--- src/core/ecapr_pkg.sv ---
/*
  Shared constants and carrier types for the echo canceller adaptation
  control and peak monitor register slice.
  Assumes: APB with 32-bit data, one aligned word per register, so the
  byte address of a register is its index shifted left by two.
*/
package ecapr_pkg;

  // Cancellers in one pair
  localparam int unsigned NUM_EC     = 2;
  // Byte address width on the bus
  localparam int unsigned ADDR_W     = 8;
  // Index to byte address shift
  localparam int unsigned IDX_SHIFT  = 2;

  // Register index type (byte address is index * 4)
  typedef logic [5:0] ecapr_idx_t;

  // First canceller register indices
  localparam ecapr_idx_t IDX_A_CTRL    = 6'h09;
  localparam ecapr_idx_t IDX_A_RIN_LO  = 6'h0C;
  localparam ecapr_idx_t IDX_A_RIN_HI  = 6'h0D;
  localparam ecapr_idx_t IDX_A_SIN_LO  = 6'h0E;
  localparam ecapr_idx_t IDX_A_SIN_HI  = 6'h0F;
  // Second canceller register indices
  localparam ecapr_idx_t IDX_B_CTRL    = 6'h29;
  localparam ecapr_idx_t IDX_B_RIN_LO  = 6'h2C;
  localparam ecapr_idx_t IDX_B_RIN_HI  = 6'h2D;
  localparam ecapr_idx_t IDX_B_SIN_LO  = 6'h2E;
  localparam ecapr_idx_t IDX_B_SIN_HI  = 6'h2F;

  // Per-canceller index tables, element 0 is the first canceller
  localparam ecapr_idx_t [1:0] IDX_CTRL   = {IDX_B_CTRL,   IDX_A_CTRL};
  localparam ecapr_idx_t [1:0] IDX_RIN_LO = {IDX_B_RIN_LO, IDX_A_RIN_LO};
  localparam ecapr_idx_t [1:0] IDX_RIN_HI = {IDX_B_RIN_HI, IDX_A_RIN_HI};
  localparam ecapr_idx_t [1:0] IDX_SIN_LO = {IDX_B_SIN_LO, IDX_A_SIN_LO};
  localparam ecapr_idx_t [1:0] IDX_SIN_HI = {IDX_B_SIN_HI, IDX_A_SIN_HI};

  // Adaptation control register layout
  localparam logic [7:0]  CTRL_RESET = 8'h54;
  localparam logic [7:0]  CTRL_WMASK = 8'h77;
  localparam int unsigned FIELD_W    = 3;
  localparam int unsigned HOLD_LSB   = 4;
  localparam int unsigned RATE_LSB   = 0;
  localparam logic [2:0]  HOLD_RESET = CTRL_RESET[6:4];
  // Slow adaptation divider counter width (2^7 ticks at most)
  localparam int unsigned RATE_CNT_W = 7;

  // Core-side measurement and event inputs for one canceller
  typedef struct packed {
    logic        peak_valid;  // New peak pair on rin/sin
    logic [15:0] rin_peak;    // Receive-input peak, two's complement
    logic [15:0] sin_peak;    // Send-input peak, two's complement
    logic        adapt_tick;  // Normal adaptation step strobe
    logic        conv_event;  // Path change, reset or bypass pulse
  } ecapr_core_s;

  // Adaptation outputs for one canceller
  typedef struct packed {
    logic       slow_tick;    // Slow convergence step strobe
    logic [2:0] hold_level;   // Hold field applied at last event
    logic [2:0] rate;         // Current slow rate field
  } ecapr_adapt_s;

  // Readable peak bytes for one canceller
  typedef struct packed {
    logic [7:0] rin_lo;
    logic [7:0] rin_hi;
    logic [7:0] sin_lo;
    logic [7:0] sin_hi;
  } ecapr_peak_s;

endpackage

--- src/core/ecapr_regs.sv ---
/*
  APB register slice for one canceller pair: adaptation control
  registers and read-only receive/send input peak monitors.
  Assumes: core-side strobes and peaks are synchronous to mclk; APB
  master follows setup then access; one aligned 32-bit word per register.
*/
// The implementer's own choice: the APB slave port.
// Functional notes
// - Receive peak: 16-bit, high byte second register
// - Send peak: 16-bit, high byte second register
// - First canceller receive peak at 0C, 0D
// - First canceller send peak at 0E, 0F
// - Second canceller control register at 29, read/write
// - Second canceller send peak low at 2E
`timescale 1ns/1ps
module ecapr_regs #(
  parameter int unsigned ADDR_W = ecapr_pkg::ADDR_W
) (
  input  wire logic                          mclk,
  input  wire logic                          rst_n,
  input  wire logic                          psel,
  input  wire logic                          penable,
  input  wire logic                          pwrite,
  input  wire logic [ADDR_W-1:0]             paddr,
  input  wire logic [31:0]                   pwdata,
  output logic      [31:0]                   prdata,
  output logic                               pready,
  output logic                               pslverr,
  input  wire ecapr_pkg::ecapr_core_s  [1:0] core_in,
  output ecapr_pkg::ecapr_adapt_s      [1:0] adapt_out
);

  localparam int unsigned N = ecapr_pkg::NUM_EC;

  // Bus phase decode
  logic                 setup;       // First cycle of a transfer
  logic                 access;      // Completing cycle
  logic                 aligned;     // Word aligned byte address
  logic                 in_range;    // Address fits the index space
  ecapr_pkg::ecapr_idx_t reg_idx;    // Register index of paddr

  // Per-canceller selects and data
  logic [N-1:0]         sel_ctrl;
  logic [N-1:0]         sel_rin_lo;
  logic [N-1:0]         sel_rin_hi;
  logic [N-1:0]         sel_sin_lo;
  logic [N-1:0]         sel_sin_hi;
  logic [N-1:0]         hit_ec;      // Any register of this canceller
  logic [N-1:0]         wr_ctrl;     // Control write takes effect
  logic [N-1:0][7:0]    rd_part;     // Read byte of this canceller
  logic [N-1:0][7:0]    ctrl_ff;     // Adaptation control registers
  logic [N-1:0][7:0]    nxt_ctrl;
  ecapr_pkg::ecapr_peak_s [N-1:0] peak;

  // Combined read answer
  logic                 hit;         // Address maps to a register
  logic [7:0]           rd_byte;     // Selected register contents
  logic [31:0]          prdata_ff;   // Read data, loaded at setup
  logic                 slverr_ff;   // Error answer, loaded at setup
  logic [31:0]          nxt_prdata;
  logic                 nxt_slverr;

  // Phases: access always completes with no wait state
  assign setup   = psel & ~penable;
  assign access  = psel & penable;
  assign aligned = (paddr[1:0] == 2'h0);
  // Upper address bits beyond the index must be zero to map
  assign in_range = ((paddr >> ecapr_pkg::IDX_SHIFT) >> 6) == '0;
  assign reg_idx = ecapr_pkg::ecapr_idx_t'(paddr >> ecapr_pkg::IDX_SHIFT);

  // One slice per canceller; the tables hold both address sets
  for (genvar i = 0; i < N; i++)
  begin : g_ec
    // Address decode against this canceller's index table
    assign sel_ctrl[i]   = aligned & in_range &
                           (reg_idx == ecapr_pkg::IDX_CTRL[i]);
    assign sel_rin_lo[i] = aligned & in_range &
                           (reg_idx == ecapr_pkg::IDX_RIN_LO[i]);
    assign sel_rin_hi[i] = aligned & in_range &
                           (reg_idx == ecapr_pkg::IDX_RIN_HI[i]);
    assign sel_sin_lo[i] = aligned & in_range &
                           (reg_idx == ecapr_pkg::IDX_SIN_LO[i]);
    assign sel_sin_hi[i] = aligned & in_range &
                           (reg_idx == ecapr_pkg::IDX_SIN_HI[i]);
    assign hit_ec[i] = sel_ctrl[i] | sel_rin_lo[i] | sel_rin_hi[i] |
                       sel_sin_lo[i] | sel_sin_hi[i];

    // Only the control register accepts writes; peaks drop them
    assign wr_ctrl[i] = access & pwrite & sel_ctrl[i];
    // Bits 7 and 3 are not stored and read back as zero
    assign nxt_ctrl[i] = wr_ctrl[i] ?
                         (pwdata[7:0] & ecapr_pkg::CTRL_WMASK) :
                         ctrl_ff[i];

    // Read selection; selects within one canceller are exclusive
    assign rd_part[i] = sel_ctrl[i]   ? ctrl_ff[i] :
                        sel_rin_lo[i] ? peak[i].rin_lo :
                        sel_rin_hi[i] ? peak[i].rin_hi :
                        sel_sin_lo[i] ? peak[i].sin_lo :
                        sel_sin_hi[i] ? peak[i].sin_hi :
                        8'h00;

    // Control register storage, holds hold and rate fields
    always_ff @(posedge mclk or negedge rst_n)
    begin
      if (!rst_n)
        ctrl_ff[i] <= ecapr_pkg::CTRL_RESET;
      else
        ctrl_ff[i] <= nxt_ctrl[i];
    end

    // Peak capture, divider and hold application
    ecapr_canceller ecapr_canceller_inst (
      .mclk      (mclk),
      .rst_n     (rst_n),
      .ctrl      (ctrl_ff[i]),
      .core      (core_in[i]),
      .rd_rin_lo (setup & ~pwrite & sel_rin_lo[i]),
      .rd_sin_lo (setup & ~pwrite & sel_sin_lo[i]),
      .peak      (peak[i]),
      .adapt     (adapt_out[i])
    );

    a_ctrl_write: assert property (
      @(posedge mclk) disable iff (!rst_n)
      wr_ctrl[i] |=> ctrl_ff[i] ==
        ($past(pwdata[7:0]) & ecapr_pkg::CTRL_WMASK))
      else $error("control write not stored");

    a_ctrl_zero_bits: assert property (
      @(posedge mclk) disable iff (!rst_n)
      ctrl_ff[i][7] == 1'b0 && ctrl_ff[i][3] == 1'b0)
      else $error("reserved control bits not zero");

    a_ro_ignore: assert property (
      @(posedge mclk) disable iff (!rst_n)
      (access && pwrite && !sel_ctrl[i])
        |=> $stable(ctrl_ff[i]))
      else $error("peak write altered control register");
  end

  // Canceller address sets are disjoint, so an OR merges them
  assign hit     = |hit_ec;
  assign rd_byte = rd_part[0] | rd_part[1];

  // Read data sampled in setup so prdata comes from a flip-flop;
  // the trade is that reads reflect the peak of the setup cycle
  assign nxt_prdata = (setup & ~pwrite) ? {24'h000000, rd_byte} :
                      setup ? 32'h00000000 : prdata_ff;
  // Unmapped or misaligned addresses answer with an error
  assign nxt_slverr = setup ? ~hit : slverr_ff;

  // Bus answer registers
  always_ff @(posedge mclk or negedge rst_n)
  begin
    if (!rst_n)
    begin
      prdata_ff <= 32'h00000000;
      slverr_ff <= 1'b0;
    end
    else
    begin
      prdata_ff <= nxt_prdata;
      slverr_ff <= nxt_slverr;
    end
  end

  // Handshake outputs are combinational and only valid in access
  assign prdata  = prdata_ff;
  assign pready  = access;
  assign pslverr = access & slverr_ff;

  a_rin_a_map: assert property (
    @(posedge mclk) disable iff (!rst_n)
    (setup && !pwrite && paddr == ADDR_W'(32'h0C << 2))
      |=> prdata == {24'h000000, $past(peak[0].rin_lo)})
    else $error("first receive peak low byte misplaced");

  a_rin_hi_map: assert property (
    @(posedge mclk) disable iff (!rst_n)
    (setup && !pwrite && paddr == ADDR_W'(32'h0D << 2))
      |=> prdata[7:0] == $past(peak[0].rin_hi) && prdata[31:8] == '0)
    else $error("first receive peak high byte misplaced");

  a_sin_a_map: assert property (
    @(posedge mclk) disable iff (!rst_n)
    (setup && !pwrite && paddr == ADDR_W'(32'h0F << 2))
      |=> prdata == {24'h000000, $past(peak[0].sin_hi)})
    else $error("first send peak high byte misplaced");

  a_sin_b_map: assert property (
    @(posedge mclk) disable iff (!rst_n)
    (setup && !pwrite && paddr == ADDR_W'(32'h2E << 2))
      |=> prdata == {24'h000000, $past(peak[1].sin_lo)})
    else $error("second send peak low byte misplaced");

  a_b_ctrl_read: assert property (
    @(posedge mclk) disable iff (!rst_n)
    (setup && !pwrite && paddr == ADDR_W'(32'h29 << 2))
      |=> prdata == {24'h000000, $past(ctrl_ff[1])})
    else $error("second control register readback wrong");

  a_err_unmapped: assert property (
    @(posedge mclk) disable iff (!rst_n)
    (setup && !hit) ##1 access |-> pslverr)
    else $error("unmapped access without error");

  c_b_ctrl_write: cover property (
    @(posedge mclk) disable iff (!rst_n) wr_ctrl[1]);

  c_peak_pair_read: cover property (
    @(posedge mclk) disable iff (!rst_n)
    (setup && sel_rin_lo[0]) ##[1:4] (setup && sel_rin_hi[0]));

endmodule // ecapr_regs

--- src/core/ecapr_canceller.sv ---
/*
  One canceller of the pair: peak capture with paired-byte shadow,
  slow convergence step divider and convergence hold application.
  Assumes: core inputs are on mclk; low-byte read pulses come from the
  bus slave in the APB setup cycle.
*/
`timescale 1ns/1ps
module ecapr_canceller (
  input  wire logic                 mclk,
  input  wire logic                 rst_n,
  input  wire logic [7:0]           ctrl,
  input  wire ecapr_pkg::ecapr_core_s core,
  input  wire logic                 rd_rin_lo,
  input  wire logic                 rd_sin_lo,
  output ecapr_pkg::ecapr_peak_s    peak,
  output ecapr_pkg::ecapr_adapt_s   adapt
);

  localparam int unsigned CW = ecapr_pkg::RATE_CNT_W;

  // Ticks allowed before a slow step, 2^rate - 1
  function automatic logic [CW-1:0] rate_limit(input logic [2:0] r);
    rate_limit = CW'((8'h01 << r) - 8'h01);
  endfunction

  logic [15:0]   rin_ff;      // Latest receive-input peak
  logic [15:0]   sin_ff;      // Latest send-input peak
  logic [7:0]    rin_hi_ff;   // High byte frozen at low-byte read
  logic [7:0]    sin_hi_ff;   // High byte frozen at low-byte read
  logic [CW-1:0] cnt_ff;      // Normal ticks seen since last step
  logic          slow_ff;     // Registered slow step strobe
  logic [2:0]    hold_ff;     // Hold level applied at last event
  logic [2:0]    rate;        // Rate field
  logic [2:0]    hold;        // Hold field
  logic [CW-1:0] limit;       // Divider wrap point
  logic          wrap;        // Slow step due this tick
  logic [CW-1:0] nxt_cnt;

  assign rate  = ctrl[ecapr_pkg::RATE_LSB +: ecapr_pkg::FIELD_W];
  assign hold  = ctrl[ecapr_pkg::HOLD_LSB +: ecapr_pkg::FIELD_W];
  assign limit = rate_limit(rate);
  // Rate zero never wraps, so adaptation stops
  assign wrap  = core.adapt_tick & (rate != 3'h0) & (cnt_ff >= limit);
  // Counter held at zero while stopped; >= guards a shrunk rate
  assign nxt_cnt = (rate == 3'h0) ? '0 :
                   !core.adapt_tick ? cnt_ff :
                   wrap ? '0 : CW'(cnt_ff + 1'b1);

  // Divider and step strobe
  always_ff @(posedge mclk or negedge rst_n)
  begin
    if (!rst_n)
    begin
      cnt_ff  <= '0;
      slow_ff <= 1'b0;
    end
    else
    begin
      cnt_ff  <= nxt_cnt;
      slow_ff <= wrap;
    end
  end

  // Peak capture; both values come from one measurement strobe
  always_ff @(posedge mclk or negedge rst_n)
  begin
    if (!rst_n)
    begin
      rin_ff <= 16'h0000;
      sin_ff <= 16'h0000;
    end
    else if (core.peak_valid)
    begin
      rin_ff <= core.rin_peak;
      sin_ff <= core.sin_peak;
    end
  end

  // Shadow high bytes, so low then high reads form one value
  always_ff @(posedge mclk or negedge rst_n)
  begin
    if (!rst_n)
    begin
      rin_hi_ff <= 8'h00;
      sin_hi_ff <= 8'h00;
    end
    else
    begin
      if (rd_rin_lo)
        rin_hi_ff <= rin_ff[15:8];
      if (rd_sin_lo)
        sin_hi_ff <= sin_ff[15:8];
    end
  end

  // Hold level takes effect only at a convergence event
  always_ff @(posedge mclk or negedge rst_n)
  begin
    if (!rst_n)
      hold_ff <= ecapr_pkg::HOLD_RESET;
    else if (core.conv_event)
      hold_ff <= hold;
  end

  assign peak.rin_lo     = rin_ff[7:0];
  assign peak.rin_hi     = rin_hi_ff;
  assign peak.sin_lo     = sin_ff[7:0];
  assign peak.sin_hi     = sin_hi_ff;
  assign adapt.slow_tick = slow_ff;
  assign adapt.hold_level = hold_ff;
  assign adapt.rate      = rate;

  a_rate_zero_stop: assert property (
    @(posedge mclk) disable iff (!rst_n)
    (rate == 3'h0) [*2] |-> !slow_ff)
    else $error("slow step while rate is zero");

  a_rate_step_due: assert property (
    @(posedge mclk) disable iff (!rst_n)
    (core.adapt_tick && rate != 3'h0 && cnt_ff == limit) |=> slow_ff)
    else $error("slow step missing at divider wrap");

  a_rin_capture: assert property (
    @(posedge mclk) disable iff (!rst_n)
    core.peak_valid |=> {rin_ff[15:8], peak.rin_lo} == $past(core.rin_peak))
    else $error("receive peak not captured");

  a_sin_capture: assert property (
    @(posedge mclk) disable iff (!rst_n)
    core.peak_valid |=> {rin_ff[15:8], sin_ff} ==
      {$past(core.rin_peak[15:8]), $past(core.sin_peak)})
    else $error("send peak not captured with receive peak");

  a_pair_shadow: assert property (
    @(posedge mclk) disable iff (!rst_n)
    rd_rin_lo |=> peak.rin_hi == $past(rin_ff[15:8]))
    else $error("high byte shadow not from same value");

  a_hold_apply: assert property (
    @(posedge mclk) disable iff (!rst_n)
    core.conv_event ##1 !core.conv_event |-> adapt.hold_level == $past(hold, 1))
    else $error("hold level not applied at event");

  c_slow_step: cover property (
    @(posedge mclk) disable iff (!rst_n) rate == 3'h7 ##1 slow_ff);

endmodule // ecapr_canceller

--- config.mk ---
export PLATFORM = sky130hd
export DESIGN_NAME = ecapr_regs
export DESIGN_NICKNAME = d
export VERILOG_FILES = /design/src/core/ecapr_pkg.sv /design/src/core/ecapr_regs.sv /design/src/core/ecapr_canceller.sv
export SDC_FILE = /design/constraint.sdc
export NUM_CORES = 1
export LEC_CHECK = 0
export ABC_AREA = 1
export BUFFER_PORTS_ARGS = -buffer_cell sky130_fd_sc_hd__buf_2
export CAP_MARGIN = 40
export CORE_UTILIZATION = 50
export CTS_BUF_LIST = sky130_fd_sc_hd__clkbuf_8
export DETAILED_ROUTE_END_ITERATION = 10
export GPL_ROUTABILITY_DRIVEN = 0
export PLACE_DENSITY_LB_ADDON = 0.2
export SLEW_MARGIN = 20
export SYNTH_ARGS = -nofsm -noshare
export SYNTH_HDL_FRONTEND = slang
export SYNTH_SLANG_ARGS = --single-unit
--- constraint.sdc ---
create_clock -name mclk -period 3.5 [get_ports mclk]
set_input_delay 0.7 -clock mclk [delete_from_list [all_inputs] [get_ports mclk]]
set_output_delay 0.7 -clock mclk [all_outputs]
set_load 0.05 [all_outputs]
[Yosys cells after proc, flatten, opt, wreduce, memory -nomap -nowiden]
Cells that the tools add are included.
Operators by class
  add/subtract/negate cells: 4
  magnitude comparators: 2
  eq/ne operators: 10
  shift-type cells: 2
  muxes and demuxes: 18
  bitwise logic cells: 37
  reduce and logical (&&, ||, !) cells: 9
Operators by type and width (number)
  $mux 8: 10
  $mux 32: 2
  $mux 7: 6
  $eq 6x4->1 const B: 5
  $eq 6x6->1 const B: 5
  $and 1x1->1: 25
  $add 7x1->7 const B: 2
  $ge 7x7->1: 2
  $shl 1x3->7 const A: 2
  $sub 7x1->7 const B: 2
  $or 1x1->1: 8
  $or 8x8->8: 1
  $logic_not 3->1: 2
  $reduce_bool 2->1: 3
  $reduce_bool 3->1: 2
  $not 1->1: 3
  $logic_not 2->1: 1
  $reduce_or 2->1: 1
Storage, ports and cells
  register bits after elaboration: 163
  input bits: 115
  output and inout port bits: 48

[Logic depth before layout (Yosys ltp)]
Gate-level depths: netlist (run 1).
  depth after elaboration: 9
  gate-level depth with buffers: 15
  depth with buffers taken out: 15

[Hierarchy]
A second synthesis (run 1) with hierarchy kept.
Unflattened totals
  cell total of the unflattened synthesis: 868
  area total of the unflattened synthesis: 7529.7 µm²
Modules (own cells, without submodules)
  ecapr_canceller (g_ec[1].ecapr_canceller_inst): instances 1, cells an instance 283, area an instance 2755.1 µm², sequential area each 1478.9 µm²
  ecapr_canceller (g_ec[0].ecapr_canceller_inst): instances 1, cells an instance 283, area an instance 2735.1 µm², sequential area each 1478.9 µm²
  ecapr_regs: instances 1, cells an instance 302, area an instance 2039.5 µm², sequential area each 533.0 µm²

[Worst setup path before layout (run 1)]
Ideal clock, no wire load.
  kind: register -> register
  start point: reg ctrl_ff[10] (netlist name)
  end point: reg g_ec[1].ecapr_canceller_inst.cnt_ff[1]
  arrival: 2357 ps
  path slack: 1059 ps
  stages on the path, launching flop included: 13
  buffers on the path: 1
  period minus slack after synthesis: 2441 ps
  cells stage by stage: dfstp_2 -> clkbuf_1 -> inv_1 -> nand3_1 -> ha_1 -> o21ai_0 -> a21oi_1 -> xor2_1 -> ha_1 -> a21oi_1 -> o21a_1 -> nand4_2 -> o21ai_0
On the way
  longest elaborated chain between the ends: 7
Ends and longest elaborated chain
  from (decl): line ecapr_regs.sv:51  | logic [N-1:0][7:0] ctrl_ff;
  from (signal, indexed assignment): line ecapr_regs.sv:107  | ctrl_ff[i] <= ecapr_pkg::CTRL_RESET;
  from (signal, indexed assignment): line ecapr_regs.sv:109  | ctrl_ff[i] <= nxt_ctrl[i];
  $shl 1x3->7: line ecapr_canceller.sv:23  | rate_limit = CW'((8'h01 << r) - 8'h01);
  $sub 7x1->7: line ecapr_canceller.sv:23
  $ge 7x7->1: line ecapr_canceller.sv:43  | assign wrap = core.adapt_tick & (rate != 3'h0) & (cnt_ff >= limit);
  $and 1x1->1: line ecapr_canceller.sv:43
  $mux 7: line ecapr_canceller.sv:47  | wrap ? '0 : CW'(cnt_ff + 1'b1);
  $mux 7: line ecapr_canceller.sv:46  | !core.adapt_tick ? cnt_ff :
  $mux 7: line ecapr_canceller.sv:45  | assign nxt_cnt = (rate == 3'h0) ? '0 :
  to (signal assigned): line ecapr_canceller.sv:59  | cnt_ff <= nxt_cnt;
  to (decl): line ecapr_canceller.sv:30  | logic [CW-1:0] cnt_ff;
Several ways; a longest one is shown, not always the timed one. The select of a mux whose other input is x is not followed.
A chain may end at the register's enable or synchronous reset.

[Worst setup path after layout (run 1)]
  start point: reg ctrl_ff[9] (netlist name)
  end point: reg g_ec[1].ecapr_canceller_inst.cnt_ff[2]
The elaborated chain is that of the path after synthesis.

==> impl_results.md, run 1 <==
- Global-route wire length before repair: 24.96 mm
- #FFs+latches synth: 139
- Syn-to-layout area delta: 13.18%
- Worst endpoint required time: 3870 ps
- Clock slew at reported path FFs: 80 ps
- Largest net degree at the start of global routing: 83
- Number of I/O pins: 163
- Mean Syn Cell Area: 9.156 um2
- CP Launch Type: flip-flop
- Setup bufs post-CTS: 0
- HP Class: input port to flip-flop
- Most used DFF post-synth: dfrtp_1
- Share of layout cells above drive strength 1: 28.07%
- Clock root cell: clkbuf_8
- Crit path capture type: flip-flop
- Post-Syn Area: 7261 um2
- Port buffer count: 112
- CTS tree: built
- Post-CTS sizing: 0
- Critical path peak fanout: 7
- Switching pwr: 922.1 uW
- Fmax: 368.9 MHz
- CP arrival: 3080 ps
- Via count: 5349
- Worst skew pair latency: 450 ps
- H-tree levels: 4
- Final Hold Viols: 0
- Final Cycle Share: 77.46%
- P per Cell Area: 419.0 nW/um2
- RSZ-0062 raised after global routing: no
- Commonest non-fill, non-tap cell in the layout: nand2_1
- Clock network power share: 38.5%
- Hold Buf Count CTS: 0
- FILL cells: 1287
- Maximum vdd drop: 0.0003038 V
- Combinational share of power: 11.3%
- DRT Wirelength: 15.11 mm
- Die width: 122.5 um
- Outcome: finished, final reports clean
- Clock tree buffer depth: 2
- Die Span Y: 122.5 um
- CTS sink count: 139
- Sw Share: 26.78%
- Initial DRC Count: 309
- Final Power: 3.443 mW
- Routed WL per cell: 13.92 um
- Vias in the first global route: 5006
- Post-synthesis sequential area ratio: 48.08%
- Worst setup path category: flip-flop to flip-flop
- Most frequent cells in the layout: nand2_1 (160), dfrtp_1 (129), buf_2 (111)
- TNS Setup: 0 ps
- Diode count: 0
- Pre-CTS WS: 788.8 ps
- Setup violators final: 0
- GRT overflow: 0
- FFs w/ async S/R, synth: 100.0%
- GRT Resource Usage Total: 22.08%
- FP Rows: 43
- Nets: 1026
- Max-cap violations: 0
- Routed Antenna Nets: 0
- Final Worst Setup Slack: 789.0 ps
- Placed Cells: 1050
- Post-synth cell types: 36
- Syn Inst Count: 793
- Residual DRC: 0
- EDFF count, synth: 0
- Vias per cell: 4.930
- Die area: 15010 um2
- Clk_skew: 8.251 ps
- Core ar.: 14040 um2
- Initial Utilization: 51.71%
- HPWL after detailed placement: 11.09 mm
- Sequential power share: 50.1%
- Initial DRT Pass Iterations: 5
- Initial antenna violation count: 0
- CTS Buf Count: 17
- Pins Over Slew Limit: 0
- Final cell count without fillers: 1085
- Min cycle time layout: 2711 ps
- Internal power: 2.521 mW
- Leakage: 4.193 nW
- Yosys warns: 0
[critical path, cell delays in order, from the launching register on]
cell	delay (ps)
dfrtp_1	440
inv_1	140
nand2_1	100
nor2_1	200
inv_1	90
ha_1	240
o21ai_0	140
a21oi_1	90
xor2_1	150
ha_1	310
a21oi_1	140
o21a_1	180
nand4_2	210
o21ai_0	200
[through the flow]
step	hold WS (ps)	cell area (um2)	utilization, %
after floorplan	404.4	7347	-
after global placement	467.8	7736	55.09
after detailed placement	470.6	7736	55.09
after CTS	303.1	8140	57.97
after global routing	438.9	8218	58.52
final	450.3	8218	58.52
[synth_stat cells (all sizes together), types with 2 or more instances]
master  number  area [um2]
a21oi       11       55.05
buf         49       389.1
clkbuf      11       41.29
dfrtp      129        3228
dfstp       10       262.8
ha          18       225.2
inv         90       342.8
mux2        33       371.6
nand2      171       699.4
nand3       79       405.4
nand4        8       62.56
nor2        44       277.8
nor3         6       30.03
o211ai       4       30.03
o21a         2       15.01
o21ai       93       555.5
o21bai       8       60.06
o22ai        8       50.05
xnor2        2       17.52
xor2        14       122.6
[power by group through the flow]
stage               sequential, mW  clock, mW  combinational [mW]
CTS                           1.73       1.36               0.387
floorplan                     1.75          0               0.273
global route                  1.74       1.43               0.438
global placement              1.75          0               0.380
finish                        1.73       1.33               0.390
detailed placement            1.76          0               0.386
[kinds of logic (layout without fill, tap and decap cells)]
kind of cell	Yosys count	count (layout)	synth area share, %
adder cells (fa/ha/maj)	18	18	3.102
AND/OR/NAND/NOR	310	310	20.52
AO/OA/AOI/OAI	126	126	10.55
flip-flops	139	139	48.08
XOR/XNOR	16	16	1.930
buffers and inverters	150	239	10.65
other	1	24	0.05165
multiplexers	33	33	5.118
[per-layer routing]
metal | share of wire [%] | up-vias | routed length, um | GRT usage, %
met4 | 1.0 | 0 | 157 | 5.716
li1 | - | 2732 | - | -
met3 | 5.0 | 14 | 754 | 5.344
met2 | 47 | 141 | 7049 | 34.30
met1 | 47 | 2462 | 7146 | 30.93
met5 | 0 | - | 0 | 0
[cell type report]
class                           count  area (um2)  area share, %
Sequential cell                   139        3491          42.48
Multi-Input combinational cell    527        3083          37.52
Timing Repair Buffer              118       671.9          8.176
Inverter                           90       342.8          4.172
Clock buffer                       21       289.0          3.517
Tap cell                          180       225.2          2.741
Clock inverter                     10       115.1          1.401
[final timing paths]
kind	cells after the start	endpoint	startpoint	slack (ps)
setup / recovery	13	g_ec[1].ecapr_canceller_inst.cnt_ff[2]$_DFFE_PN0P_	ctrl_ff[9]$_DFFE_PN0P_	790
max in group asynchronous	4	g_ec[0].ecapr_canceller_inst.sin_hi_ff[5]$_DFFE_PN0P_	rst_n	2060
hold / removal	3	g_ec[0].ecapr_canceller_inst.sin_ff[12]$_DFFE_PN0P_	core_in[14]	450
min in group asynchronous	2	g_ec[0].ecapr_canceller_inst.cnt_ff[1]$_DFFE_PN0P_	rst_n	590
setup reg to reg	13	g_ec[1].ecapr_canceller_inst.cnt_ff[2]$_DFFE_PN0P_	ctrl_ff[9]$_DFFE_PN0P_	790
hold reg to reg	2	g_ec[0].ecapr_canceller_inst.sin_hi_ff[7]$_DFFE_PN0P_	g_ec[0].ecapr_canceller_inst.sin_hi_ff[7]$_DFFE_PN0P_	490
[sequential cells by signal, summed over array words and instances, names as in the netlist]
signal / flops
prdata: 8
g_ec.ecapr_canceller_inst.slow_ff: 2
g_ec.ecapr_canceller_inst.cnt_ff: 14
g_ec.ecapr_canceller_inst.rin_ff: 32
g_ec.ecapr_canceller_inst.hold_ff: 6
slverr_ff: 1
g_ec.ecapr_canceller_inst.rin_hi_ff: 16
ctrl_ff: 12
g_ec.ecapr_canceller_inst.sin_hi_ff: 16
g_ec.ecapr_canceller_inst.sin_ff: 32
(Power assumes the default switching activity.)
==> run 2: changes to the inputs <==
--- a/config.mk
+++ b/config.mk
@@ -5,7 +5,7 @@
 export SDC_FILE = /design/constraint.sdc
 export NUM_CORES = 1
 export LEC_CHECK = 0
-export ABC_AREA = 1
+export ABC_AREA = 0
 export BUFFER_PORTS_ARGS = -buffer_cell sky130_fd_sc_hd__buf_2
 export CAP_MARGIN = 40
 export CORE_UTILIZATION = 50
==> constraint.sdc (replaced) <==
create_clock -name mclk -period 2.4 [get_ports mclk]
set_input_delay 0.48 -clock mclk [delete_from_list [all_inputs] [get_ports mclk]]
set_output_delay 0.48 -clock mclk [all_outputs]
set_load 0.05 [all_outputs]
==> run 2 against run 1 <==
Compared with the run above:
- the run now ends with setup timing left
- register-to-register slack got worse by 910 ps
- combinational power rose by 60%
- sequential cell count did not move
- hold slack got worse by 190 ps
- via count fell by 11%
- sequential power rose by 47%
- synthesized area fell by 5.4%
- critical path depth fell by 1
- largest cell class unchanged
- largest power group unchanged
- highest routed layer unchanged
==> impl_results.md, run 2 <==
- Initial DRT Pass Iterations: 4 (-1)
- Yosys warns: 0 (unchanged)
- Outcome: finished, violations left
- Fmax: 396.5 MHz (+7.5%)
- Post-synthesis sequential area ratio: 50.83% (+2.8 points)
- FP Rows: 42 (-2.3%)
- Most frequent cells in the layout: dfrtp_1 (129), mux2_2 (123), buf_2 (111)
- Core ar.: 13300 um2 (-5.3%)
- P per Cell Area: 606.7 nW/um2 (+45%)
- Crit path from: ctrl_ff[2]$_DFFE_PN1P_
- Worst setup path category: flip-flop to flip-flop
- FFs w/ async S/R, synth: 100.0% (unchanged)
- CP arrival: 2880 ps (-200 ps)
- CP Launch Type: flip-flop
- Critical path peak fanout: 6 (-1)
- H-tree levels: 4 (unchanged)
- Final Hold Viols: 0 (unchanged)
- CTS Buf Count: 17 (unchanged)
- Final Cycle Share: 105.1% (+28 points)
- Global-route wire length before repair: 24.32 mm (-2.6%)
- Clock root cell: clkbuf_8
- Max-cap violations: 0 (unchanged)
- Final Worst Setup Slack: -122.2 ps (-911.2 ps)
- Failing checks: setup timing
- Initial Utilization: 51.66% (about the same)
- Area taken by multi-input logic gates: 3231 um2 (+4.8%)
- Reg2reg setup slack: -120 ps (-910 ps)
- Hold path startpoint: core_in[24]
- EDFF count, synth: 0 (unchanged)
- HP Class: input port to flip-flop
- Placed Cells: 830 (-21%)
- Finished Cell Area: 8234 um2 (+0.20%)
- CP bufs+invs: 1 (-1)
- Worst reg2reg path startpoint: ctrl_ff[2]$_DFFE_PN1P_
- Residual DRC: 0 (unchanged)
- Synth top area share: 47.00% (+2.5 points)
- Vias per cell: 5.463 (+11%)
- Seq. cell area: 3491 um2 (unchanged)
- Initial antenna violation count: 0 (unchanged)
- Routed WL per cell: 17.01 um (+22%)
- Share of layout cells above drive strength 1: 50.14% (+22 points)
- Clk_skew: 9.134 ps (+0.8832 ps)
- Syn-to-layout area delta: 19.89%
- Mean Syn Cell Area: 12.51 um2 (+37%)
- Clock slew at reported path FFs: 80 ps (about the same)
- CTS sink count: 139 (unchanged)
- Initial DRC Count: 249 (-19%)
- Worst slew margin: 51.02%
- Commonest non-fill, non-tap cell in the layout: dfrtp_1
- Top cells by area, synth: dfrtp_1 (47%), mux2_2 (20%), dfstp_2 (3.8%)
- Die width: 119.2 um (-2.7%)
- Leading area contributor after synthesis: dfrtp_1
- Vias in the first global route: 4845 (-3.2%)
- Number of I/O pins: 163 (unchanged)
- DRT Wirelength: 14.80 mm (-2.0%)
- Final core occ: 61.93% (+3.4 points)
- CP max-delay cell: or3_4
- Post-Syn Area: 6868 um2 (-5.4%)
- Die area: 14210 um2 (-5.3%)
- Diode count: 0 (unchanged)
- GRT overflow: 0 (unchanged)
- Final Power: 4.996 mW (+45%)
- CP Cell Sequence: or3_4 > ha_4 > nor3_4 > a21o_1 > a21oi_2 > ha_2 > a21o_1 > a211o_1 > a21oi_2 > buf_6 > a41oi_2 > a31oi_1
- HPWL after detailed placement: 10.87 mm (-2.0%)
- Die Span Y: 119.2 um (-2.7%)
- Min cycle time layout: 2522 ps (-188.8 ps)
- TNS Setup: -796.9 ps (-796.9 ps)
- Worst path top cell family by delay: compound AO/OA/AOI/OAI gates
- GRT Resource Usage Total: 22.38% (+0.31 points)
- Setup violators final: 14 (+14)
- Clock tree buffer depth: 2 (unchanged)
- RSZ-0062 raised after global routing: yes
- Routed Antenna Nets: 0 (unchanged)
- Leakage: 3.891 nW (-7.2%)
- Largest registers: g_ec.ecapr_canceller_inst.rin_ff: 32 flops, g_ec.ecapr_canceller_inst.sin_ff: 32 flops
- Worst skew pair latency: 450 ps (about the same)
- Post-synth top cells: dfrtp_1 (129), mux2_2 (123), buf_4 (32)
- Maximum vdd drop: 0.0004470 V (+47%)
- CTS tree: built
- #FFs+latches synth: 139 (unchanged)
- Fin Hold WS: 255.5 ps (-194.7 ps)
- Pre-CTS WS: -130.4 ps (-919.2 ps)
- Largest net degree at the start of global routing: 75 (-9.6%)
- Worst endpoint required time: 2760 ps (-1110 ps)
- Pins Over Slew Limit: 0 (unchanged)
- Post-synth cell types: 51 (+42%)
- CP peak stage delay: 400 ps (-40 ps)
- FILL cells: 1070 (-17%)
- Port buffer count: 112 (unchanged)
- Worst-margin pin slew: 734.8 ps
- Most used DFF post-synth: dfrtp_1
- Crit path capture type: flip-flop
- Syn Inst Count: 549 (-31%)
- Nets: 815 (-21%)
- Via count: 4753 (-11%)
- Count leader, synth: dfrtp_1
- Placed cell area: 7730 um2 (about the same)
- Final cell count without fillers: 870 (-20%)
==> run 2: area by class of cell <==
class | instances | area share, %
flip-flops and latches | 139 | 42.39
repair buffers | 149 | 10.64
clock inverters | 12 | 1.520
well taps | 176 | 2.674
multi-input cells | 367 | 39.23
clock buffers | 19 | 3.176
inverters | 8 | 0.3647
==> run 2: cells by family (layout without fill, tap and decap cells) <==
logic type / count (synthesis) / in the layout / synth area share (%)
AO/OA/AOI/OAI: 86 / 87 / 8.800
XOR/XNOR: 2 / 2 / 0.2551
adder cells (fa/ha/maj): 18 / 18 / 3.279
buffers and inverters: 67 / 188 / 5.593
flip-flops: 139 / 139 / 50.83
multiplexers: 135 / 135 / 23.01
other: 1 / 24 / 0.05460
AND/OR/NAND/NOR: 101 / 101 / 8.180
==> run 2: path summary, 6_finish.rpt <==
path | to | cells after the start
worst max-delay path | g_ec[0].ecapr_canceller_inst.cnt_ff[5]$_DFFE_PN0P_ | 12
worst min-delay path | g_ec[0].ecapr_canceller_inst.rin_ff[6]$_DFFE_PN0P_ | 2
worst max register to register | g_ec[0].ecapr_canceller_inst.cnt_ff[5]$_DFFE_PN0P_ | 12
worst min register to register | slverr_ff$_DFFE_PN0P_ | 2
max in group asynchronous | g_ec[1].ecapr_canceller_inst.hold_ff[0]$_DFFE_PN1P_ | 3
min in group asynchronous | g_ec[1].ecapr_canceller_inst.slow_ff$_DFF_PN0_ | 2
==> run 2: repair_timing <==
item / CTS / global route
pin swaps: 5 / 3
gates resized for setup: 8 / 3
hold buffers: 1 / 0
buffers inserted: 3 / 3
gates cloned: 1 / 1
hold endpoints to repair: 5 / 0
endpoints found under the setup margin: 14 / 15
==> run 2: report_power, final <==
| part | total [mW] | switching [mW] | internal (mW) |
|---|---|---|---|
| Sequential | 2.54 | 0.0666 | 2.47 |
| Combinational | 0.623 | 0.353 | 0.270 |
| Clock | 1.84 | 0.874 | 0.963 |
| Total | 5.00 | 1.29 | 3.70 |
==> run 2: metal layers <==
metal / GRT usage, % / wire, um / vias up
met2: 36.56 / 7452 / 112
met5: 0 / 0 / -
met4: 8.386 / 210 / 0
met3: 5.699 / 655 / 16
met1: 28.64 / 6482 / 2395
li1: - / - / 2230
